<file path="config.mk">
export PLATFORM = sky130hd
export DESIGN_NAME = ccms_clock_control
export DESIGN_NICKNAME = d
export VERILOG_FILES = /design/src/ccms_pkg.sv /design/src/ccms_tick_mult.sv /design/src/ccms_clock_control.sv
export SDC_FILE = /design/constraint.sdc
export NUM_CORES = 1
export LEC_CHECK = 0
export ABC_AREA = 1
export ABC_CLOCK_PERIOD_IN_PS = 4120
export CAP_MARGIN = 20
export CORE_UTILIZATION = 42
export CTS_CLUSTER_DIAMETER = 60
export CTS_CLUSTER_SIZE = 10
export DETAILED_ROUTE_END_ITERATION = 8
export DONT_BUFFER_PORTS = 1
export GPL_ROUTABILITY_DRIVEN = 1
export PLACE_DENSITY_LB_ADDON = 0.3
export SLEW_MARGIN = 5
export SYNTH_ARGS = -nofsm -noshare
export SYNTH_HDL_FRONTEND = slang
export SYNTH_SLANG_ARGS = --single-unit
export TNS_END_PERCENT = 100
</file>
<file path="constraint.sdc">
create_clock -name clk -period 4.12 [get_ports clk]
set_input_delay 0.824 -clock clk [delete_from_list [all_inputs] [get_ports clk]]
set_output_delay 0.824 -clock clk [all_outputs]
set_load 0.05 [all_outputs]
</file>
<file path="src/ccms_pkg.sv">
// Shared constants and types for the clock multiplier and system clock selector
package ccms_pkg;
	// Multiplier control register location and reset value
	localparam logic [7:0] CCMS_CLOCK_MULTIPLIER_CONTROL_ADDR = 8'hBE;
	localparam logic [7:0] CCMS_CLOCK_MULTIPLIER_CONTROL_RESET = 8'h00;
	// Field positions inside the multiplier control register
	localparam int CCMS_EN_BIT = 7;
	localparam int CCMS_INIT_BIT = 6;
	localparam int CCMS_RDY_BIT = 5;
	localparam int CCMS_SEL_LSB = 0;
	localparam int CCMS_SEL_W = 2;
	// Multiplier input select codes
	localparam logic [1:0] CCMS_MSEL_INT_HALF = 2'h0;
	localparam logic [1:0] CCMS_MSEL_EXT = 2'h1;
	localparam logic [1:0] CCMS_MSEL_EXT_HALF = 2'h2;
	// System clock source codes
	localparam logic [1:0] CCMS_SYS_INT = 2'h0;
	localparam logic [1:0] CCMS_SYS_EXT = 2'h1;
	localparam logic [1:0] CCMS_SYS_MUL = 2'h2;
	localparam logic [1:0] CCMS_SYS_RSVD = 2'h3;
	// Multiplication factor and lock criteria
	localparam int CCMS_MULT_FACTOR = 4;
	localparam int CCMS_LOCK_PERIODS = 8;
	localparam int CCMS_PERIOD_W = 16;
	// External oscillator edges counted before crystal is called settled
	localparam int CCMS_XTAL_SETTLE_EDGES = 16;
	localparam int CCMS_XTAL_CNT_W = 8;
	// Multiplier lock states
	typedef enum logic [1:0] {CCMS_MUL_OFF, CCMS_MUL_MEASURE, CCMS_MUL_LOCKED} ccms_mul_state_t;
endpackage

</file>
<file path="src/ccms_tick_mult.sv">
// Tick-rate multiplier: measures the input tick period and emits FACTOR ticks per period
`timescale 1ns/10ps
module ccms_tick_mult import ccms_pkg::*; #(
	parameter int PERIOD_W = CCMS_PERIOD_W,
	parameter int LOCK_PERIODS = CCMS_LOCK_PERIODS,
	parameter int FACTOR = CCMS_MULT_FACTOR
) (
	// Clock and reset
	input wire logic clk,
	input wire logic rst_b,
	// Control from the register
	input wire logic enable,
	input wire logic start,
	// Selected input tick
	input wire logic in_tick,
	// Results
	output logic out_tick,
	output logic ready
);
	ccms_mul_state_t state, next_state; // Lock state
	logic [PERIOD_W-1:0] period_cnt, next_period_cnt; // Cycles since last input tick
	logic [PERIOD_W-1:0] last_period, next_last_period; // Last measured period
	logic [PERIOD_W-1:0] sub_cnt, next_sub_cnt; // Cycles since last output tick
	logic [7:0] stable_cnt, next_stable_cnt; // Consecutive equal periods
	logic [7:0] slot_cnt, next_slot_cnt; // Spaced output ticks given since the edge tick this period
	logic next_out_tick; // Registered output tick
	logic [PERIOD_W-1:0] this_period; // Period ending at this input tick
	logic [PERIOD_W-1:0] quarter; // Spacing between output ticks

	assign this_period = PERIOD_W'(period_cnt + 1'b1);
	assign quarter = PERIOD_W'(last_period / PERIOD_W'(FACTOR));
	assign ready = (state == CCMS_MUL_LOCKED);

	// Next-state logic; disabling drops straight to off so ready clears
	always_comb begin
		next_state = state;
		next_period_cnt = period_cnt;
		next_last_period = last_period;
		next_sub_cnt = sub_cnt;
		next_stable_cnt = stable_cnt;
		next_slot_cnt = slot_cnt;
		next_out_tick = 1'b0;
		if (!enable) begin
			next_state = CCMS_MUL_OFF;
			next_period_cnt = '0;
			next_stable_cnt = '0;
		end else begin
			// Period counter saturates so a dead input is seen
			if (in_tick) begin
				next_period_cnt = '0;
			end else if (period_cnt != {PERIOD_W{1'b1}}) begin
				next_period_cnt = PERIOD_W'(period_cnt + 1'b1);
			end
			case (state)
				CCMS_MUL_OFF: begin
					if (start) begin
						next_state = CCMS_MUL_MEASURE;
						next_stable_cnt = '0;
					end
				end
				CCMS_MUL_MEASURE: begin
					if (in_tick) begin
						next_last_period = this_period;
						if (this_period == last_period) begin
							next_stable_cnt = 8'(stable_cnt + 1'b1);
						end else begin
							next_stable_cnt = '0;
						end
						// Lock after enough identical periods
						if (this_period == last_period && stable_cnt == 8'(LOCK_PERIODS - 1)) begin
							next_state = CCMS_MUL_LOCKED;
							next_sub_cnt = '0;
							next_slot_cnt = '0;
							next_out_tick = 1'b1;
						end
					end
				end
				CCMS_MUL_LOCKED: begin
					if (start) begin
						// Re-initialise on request
						next_state = CCMS_MUL_MEASURE;
						next_stable_cnt = '0;
					end else if (period_cnt == {PERIOD_W{1'b1}}) begin
						// Input lost: output no longer valid
						next_state = CCMS_MUL_MEASURE;
						next_stable_cnt = '0;
					end else if (in_tick) begin
						// Input edge starts a new group of output ticks
						next_last_period = this_period;
						next_sub_cnt = '0;
						next_slot_cnt = '0;
						next_out_tick = 1'b1;
					end else if (slot_cnt < 8'(FACTOR - 1)) begin
						// Space the remaining ticks evenly; period below 2*FACTOR crowds them
						if (PERIOD_W'(sub_cnt + 1'b1) >= quarter) begin
							next_sub_cnt = '0;
							next_slot_cnt = 8'(slot_cnt + 1'b1);
							next_out_tick = 1'b1;
						end else begin
							next_sub_cnt = PERIOD_W'(sub_cnt + 1'b1);
						end
					end
				end
				default: begin
					next_state = CCMS_MUL_OFF;
				end
			endcase
		end
	end

	// State registers
	always_ff @(posedge clk or negedge rst_b) begin
		if (!rst_b) begin
			state <= CCMS_MUL_OFF;
			period_cnt <= '0;
			last_period <= '0;
			sub_cnt <= '0;
			stable_cnt <= '0;
			slot_cnt <= '0;
			out_tick <= 1'b0;
		end else begin
			state <= next_state;
			period_cnt <= next_period_cnt;
			last_period <= next_last_period;
			sub_cnt <= next_sub_cnt;
			stable_cnt <= next_stable_cnt;
			slot_cnt <= next_slot_cnt;
			out_tick <= next_out_tick;
		end
	end
endmodule // ccms_tick_mult

</file>
<file path="src/ccms_clock_control.sv">
// Clock multiplier control register and glitch-free system clock source selector
`timescale 1ns/10ps
module ccms_clock_control import ccms_pkg::*; (
	// Clock and reset
	input wire logic clk,
	input wire logic rst_b,
	// Special function register port
	input wire logic [7:0] sfr_addr,
	input wire logic sfr_wr,
	input wire logic sfr_rd,
	input wire logic [7:0] sfr_wdata,
	output logic [7:0] sfr_rdata,
	// Oscillator inputs, asynchronous square waves
	input wire logic int_osc_clk_pin,
	input wire logic ext_osc_clk_pin,
	// Oscillator control bits held elsewhere
	input wire logic int_osc_enable,
	input wire logic ext_osc_enable,
	input wire logic ext_crystal_mode,
	input wire logic [1:0] system_clock_source_field,
	// Status and clock tick outputs
	output logic crystal_valid_flag,
	output logic multiplier_ready,
	output logic [1:0] sys_clk_source_active,
	output logic sys_clk_tick,
	output logic ext_periph_tick,
	output logic mult_clk_tick
);
	// Synchronisers: stage 1, stage 2, and a delayed copy for edge finding
	logic [2:0] int_sync, next_int_sync;
	logic [2:0] ext_sync, next_ext_sync;
	logic int_tick; // Rising edge of enabled internal oscillator
	logic ext_tick; // Rising edge of enabled external oscillator
	// Divide-by-two stages
	logic int_half, next_int_half;
	logic ext_half, next_ext_half;
	logic int_half_tick; // Every second internal edge
	logic ext_half_tick; // Every second external edge
	// Control register fields
	logic multiplier_enable, next_multiplier_enable;
	logic multiplier_initialise, next_multiplier_initialise;
	logic [1:0] multiplier_input_select, next_multiplier_input_select;
	logic [7:0] next_sfr_rdata;
	logic reg_hit; // Access addresses the control register
	logic mul_start; // One-cycle initialisation request
	logic mul_in_tick; // Selected multiplier input
	// Crystal settling
	logic [CCMS_XTAL_CNT_W-1:0] xtal_cnt, next_xtal_cnt;
	logic next_crystal_valid_flag;
	// System clock selector
	logic [1:0] next_sys_clk_source_active;
	logic next_sys_clk_tick;
	logic next_ext_periph_tick;

	// Tick of the given source code; reserved code gives nothing
	function automatic logic ccms_pick(input logic [1:0] code, input logic t_int,
		input logic t_ext, input logic t_mul);
		case (code)
			CCMS_SYS_INT: ccms_pick = t_int;
			CCMS_SYS_EXT: ccms_pick = t_ext;
			CCMS_SYS_MUL: ccms_pick = t_mul;
			default: ccms_pick = 1'b0;
		endcase
	endfunction

	assign int_tick = int_sync[1] & ~int_sync[2] & int_osc_enable;
	assign ext_tick = ext_sync[1] & ~ext_sync[2] & ext_osc_enable;
	assign int_half_tick = int_tick & int_half;
	assign ext_half_tick = ext_tick & ext_half;
	assign reg_hit = (sfr_addr == CCMS_CLOCK_MULTIPLIER_CONTROL_ADDR);
	// Initialisation only counts once the multiplier is already enabled
	assign mul_start = sfr_wr & reg_hit & sfr_wdata[CCMS_INIT_BIT] & multiplier_enable;

	// Multiplier input mux
	always_comb begin
		case (multiplier_input_select)
			CCMS_MSEL_INT_HALF: mul_in_tick = int_half_tick;
			CCMS_MSEL_EXT: mul_in_tick = ext_tick;
			CCMS_MSEL_EXT_HALF: mul_in_tick = ext_half_tick;
			default: mul_in_tick = 1'b0;
		endcase
	end

	// Tick multiplier and lock detector
	ccms_tick_mult #(
		.PERIOD_W(CCMS_PERIOD_W),
		.LOCK_PERIODS(CCMS_LOCK_PERIODS),
		.FACTOR(CCMS_MULT_FACTOR)
	) u_mult (
		.clk(clk),
		.rst_b(rst_b),
		.enable(multiplier_enable),
		.start(mul_start),
		.in_tick(mul_in_tick),
		.out_tick(mult_clk_tick),
		.ready(multiplier_ready)
	);

	// Oscillator synchronisers and half-rate toggles
	always_comb begin
		next_int_sync = {int_sync[1:0], int_osc_clk_pin};
		next_ext_sync = {ext_sync[1:0], ext_osc_clk_pin};
		next_int_half = int_tick ? ~int_half : int_half;
		next_ext_half = ext_tick ? ~ext_half : ext_half;
	end

	always_ff @(posedge clk or negedge rst_b) begin
		if (!rst_b) begin
			int_sync <= 3'h0;
			ext_sync <= 3'h0;
			int_half <= 1'b0;
			ext_half <= 1'b0;
		end else begin
			int_sync <= next_int_sync;
			ext_sync <= next_ext_sync;
			int_half <= next_int_half;
			ext_half <= next_ext_half;
		end
	end

	// Control register write and registered read
	always_comb begin
		next_multiplier_enable = multiplier_enable;
		next_multiplier_initialise = multiplier_initialise;
		next_multiplier_input_select = multiplier_input_select;
		next_sfr_rdata = 8'h00;
		if (sfr_wr && reg_hit) begin
			// Writing zero disables and so clears ready
			next_multiplier_enable = sfr_wdata[CCMS_EN_BIT];
			next_multiplier_initialise = sfr_wdata[CCMS_INIT_BIT];
			next_multiplier_input_select = sfr_wdata[CCMS_SEL_LSB +: CCMS_SEL_W];
		end
		if (sfr_rd && reg_hit) begin
			// Unused bits read zero
			next_sfr_rdata[CCMS_EN_BIT] = multiplier_enable;
			next_sfr_rdata[CCMS_INIT_BIT] = multiplier_initialise;
			next_sfr_rdata[CCMS_RDY_BIT] = multiplier_ready;
			next_sfr_rdata[CCMS_SEL_LSB +: CCMS_SEL_W] = multiplier_input_select;
		end
	end

	always_ff @(posedge clk or negedge rst_b) begin
		if (!rst_b) begin
			multiplier_enable <= CCMS_CLOCK_MULTIPLIER_CONTROL_RESET[CCMS_EN_BIT];
			multiplier_initialise <= CCMS_CLOCK_MULTIPLIER_CONTROL_RESET[CCMS_INIT_BIT];
			multiplier_input_select <= CCMS_CLOCK_MULTIPLIER_CONTROL_RESET[CCMS_SEL_LSB +: CCMS_SEL_W];
			sfr_rdata <= 8'h00;
		end else begin
			multiplier_enable <= next_multiplier_enable;
			multiplier_initialise <= next_multiplier_initialise;
			multiplier_input_select <= next_multiplier_input_select;
			sfr_rdata <= next_sfr_rdata;
		end
	end

	// Crystal settling; RC and C modes need no start-up so are valid at once
	always_comb begin
		next_xtal_cnt = xtal_cnt;
		next_crystal_valid_flag = crystal_valid_flag;
		if (!ext_osc_enable) begin
			next_xtal_cnt = '0;
			next_crystal_valid_flag = 1'b0;
		end else if (!ext_crystal_mode) begin
			next_crystal_valid_flag = 1'b1;
		end else if (ext_tick && !crystal_valid_flag) begin
			if (xtal_cnt == CCMS_XTAL_CNT_W'(CCMS_XTAL_SETTLE_EDGES - 1)) begin
				next_crystal_valid_flag = 1'b1;
			end else begin
				next_xtal_cnt = CCMS_XTAL_CNT_W'(xtal_cnt + 1'b1);
			end
		end
	end

	always_ff @(posedge clk or negedge rst_b) begin
		if (!rst_b) begin
			xtal_cnt <= '0;
			crystal_valid_flag <= 1'b0;
		end else begin
			xtal_cnt <= next_xtal_cnt;
			crystal_valid_flag <= next_crystal_valid_flag;
		end
	end

	// System clock selector: a switch lands on an edge of the new source,
	// and may follow the last old-source tick by one cycle; no settle wait is imposed
	always_comb begin
		next_sys_clk_source_active = sys_clk_source_active;
		next_sys_clk_tick = ccms_pick(sys_clk_source_active, int_tick, ext_tick, mult_clk_tick);
		if (system_clock_source_field != sys_clk_source_active &&
			system_clock_source_field != CCMS_SYS_RSVD &&
			ccms_pick(system_clock_source_field, int_tick, ext_tick, mult_clk_tick)) begin
			next_sys_clk_source_active = system_clock_source_field;
			next_sys_clk_tick = 1'b1;
		end
		// Peripherals keep the external clock whatever drives the system
		next_ext_periph_tick = ext_tick;
	end

	always_ff @(posedge clk or negedge rst_b) begin
		if (!rst_b) begin
			sys_clk_source_active <= CCMS_SYS_INT;
			sys_clk_tick <= 1'b0;
			ext_periph_tick <= 1'b0;
		end else begin
			sys_clk_source_active <= next_sys_clk_source_active;
			sys_clk_tick <= next_sys_clk_tick;
			ext_periph_tick <= next_ext_periph_tick;
		end
	end
endmodule // ccms_clock_control

</file>
==> impl_metrics.ini <==
[sta]
fmax_ghz = 0.316
skew_ns = 0.00479
worst_pin_slew_ns = 0.684
fin_crit_ns = 3.17
setup_violations = 0
rsz0062_at_grt = false
finalCritPeriodShare_pct = 76.8
final_hold_viol_count = 0
slew_headroom_pct = 54.4
maxSlewViolCount = 0
finalSetupTns_ns = 0

[clock_tree]
clkSlewWorstSetupHoldPaths_ns = 0.07
cts.sinks = 97
cts_hold_buffers = 0
post_cts_resized = 0
cts-root-buf = clkbuf_16
clock_path_buffers = 2
clk_latency_ns = 0.35
post-cts-setup-buffers = 0
cts_max_level = 3
numCtsBuffers = 9
cts_tree = yes

[pwr]
p_total_mw = 3.12
leakage_nw = 2.98
ir_worst_vdd_v = 0.000232
powerDensity_nw_per_um2 = 512

[yosys]
synthArstFlopShare_pct = 100
synth_edf_count = 0
synthTopCellsByArea = dfrtp_1 (43%), nand2_1 (13%), inv_1 (7.2%)
syn_area_um2 = 5660
synth_common_cells = nand2_1 (203), inv_1 (109), dfrtp_1 (97)
syn-instance-count = 746
synth_most_common_cell = nand2_1
synth_top_family_by_area = simple AND/OR/NAND/NOR gates
synth_ff_type = dfrtp_1
synth_compound_area_share_pct = 10.1
synth_top_area_share_pct = 42.9
synth_fa_ha_area_share_pct = 5.08
seq_area_frac_synth_pct = 42.9
ys_warn_count = 0
yosysUniqueCellTypes = 42
ys_seq_elements = 97
synth_mux_area_share_pct = 0
synth-xor-area-share_pct = 2.17
synth-simple-area-share_pct = 30.5
synth_top_area_cell = dfrtp_1
syn-mean-instance-area_um2 = 7.59

[critical_path]
cp_cell_sequence = ha_1 > inv_1 > nor2_1 > nand2_1 > nor2_1 > inv_1 > nor2_1 > inv_1 > nor2_1 > nand2_1 > xor2_1 > inv_1 > ha_1 > nand2_1 > inv_1 > nand4_1 > nand3_2 > nor2_2 > nand2_1 > o21ai_2
worst_ep_arrival_time_ns = 3.44
worstPathRequired_ns = 4.40
rr_startpoint = u_mult.sub_cnt[0]
r2r_cells = 20
end_kind = flop
start_kind = flop
cp_common_cell = inv_1
crit_path_max_incr_delay_ns = 0.45
crit_path_max_fanout = 13
critical_path_class = reg -> reg
cpMaxStageDelayCell = nor2_2
crit_start = u_mult.sub_cnt[0]

[final_layout]
drive_gt1_share_pct = 8.93
diodes = 0
area_growth_pct = 7.60
fin_util_pct = 46.2
num-fill-cells = 1318
fin_nets = 796
register_area_um2 = 2430
multi_input_area_um2 = 2720

[placement]
dp_hpwl_um = 8400
place_congestion = 0.813
portBuffers = 0

[floorplan]
die_w_um = 118
chipHeight_um = 118
rows = 42
start_util_pct = 42.9
fp.coreArea_um2 = 13200
fp.dieArea_um2 = 13900
io-pin-count = 42

[status]
status = finished clean

[global_routing]
grt_overflow = 0
grt_max_degree = 98
antenna_found_initial = 0
grt_pass1_wl_um = 20100
grtUsageTotal_pct = 17.9
first_global_vias = 4357

[drt]
post_drt_wl_per_cell_um = 12.3
num_vias = 4553
postRouteAntennaNets = 0
vias_per_cell = 4.92
drc_errors = 0
routed_wl_um = 11400
drt_pass1_iterations = 5
drt_iter0_drc = 329

[flow_run]
cap_viol_max_count = 0

[hold_path]
hp-class = in -> async
path summary, 6_finish.rpt:
kind,to,slack (ns)
max,u_mult.sub_cnt[5],0.95
min,u_mult.sub_cnt[6],0.17
max reg2reg,u_mult.sub_cnt[5],0.95
min reg2reg,int_sync[1],0.36
max in group asynchronous,u_mult.out_tick,3.79
min in group clk,int_sync[1],0.36
layer usage:
layer / up-vias / GRT usage (%) / part of all wire [%] / routed length [um]
met4: 0 / 5.77 / 1.7 / 195
met5: - / 0 / 0 / 0
met1: 2130 / 23.0 / 47 / 5370
met3: 15 / 3.49 / 2.3 / 266
met2: 55 / 30.4 / 49 / 5560
li1: 2353 / - / - / -
through the flow:
stage / worst slack, ns / hold WS, ns / cells / instance area, um^2
4_1_cts: 0.928 / 0.156 / 926 / 6090
6_report: 0.954 / 0.166 / 926 / 6090
5_1_grt: 0.561 / 0.149 / 926 / 6090
3_3_place_gp: 0.955 / 0.332 / 911 / 5810
3_5_place_dp: 0.951 / 0.340 / 911 / 5810
2_1_floorplan: 1.48 / 0.331 / 748 / 5670
cells in the final DEF, fill, tap and decap left out, types with 13 or more instances in the layout:
master   count
a21oi_1     29
dfrtp_1     97
ha_1        23
inv_1      109
nand2_1    203
nand3_1     45
nand4_1     17
nor2_1      73
o21ai_0     41
o21ai_2     13
xor2_1      14
flip-flops by register name, summed over array words and instances, names as in the netlist, 2 cells and up:
| name | cells |
|---|---|
| u_mult.last_period | 16 |
| u_mult.sub_cnt | 16 |
| xtal_cnt | 8 |
| u_mult.stable_cnt | 8 |
| sys_clk_source_active | 2 |
| u_mult.period_cnt | 16 |
| u_mult.state | 2 |
| ext_sync | 3 |
| int_sync | 3 |
| sfr_rdata | 5 |
| multiplier_input_select | 2 |
| u_mult.slot_cnt | 8 |
power by group:
part	switching [mW]	internal (mW)	leakage, nW	total, mW
clock	0.395	0.424	0.142	0.819
sequential	0.174	1.08	1.29	1.26
combinational	0.720	0.320	1.54	1.04
worst max-delay path: cells and delay by family (launching register included):
family / cells / cell delay [ns]
AOI/OAI and AO/OA: 1 / 0.16
xor gates and xnor gates: 1 / 0.14
adders and majority gates: 2 / 0.51
buffers and inverters: 5 / 0.32
DFF: 1 / 0.43
and+or+nand+nor: 11 / 1.52
layout make-up:
| class | instances | share of cell area [%] |
|---|---|---|
| multi-input cells | 521 | 44.6 |
| flip-flops and latches | 97 | 39.9 |
| inverters | 116 | 7.15 |
| clock buffers | 9 | 3.70 |
| well taps | 176 | 3.62 |
| clock inverters | 6 | 0.986 |
| repair buffers | 1 | 0.123 |
logic make-up (layout without fill, tap and decap cells):
family,after synthesis,in the layout
AND/OR/NAND/NOR,383,383
other,1,3
flip-flops,97,97
AO/OA/AOI/OAI,98,98
buffers and inverters,130,132
XOR/XNOR,14,14
adder cells (fa/ha/maj),23,23
Power figures use the tool's default switching activity.
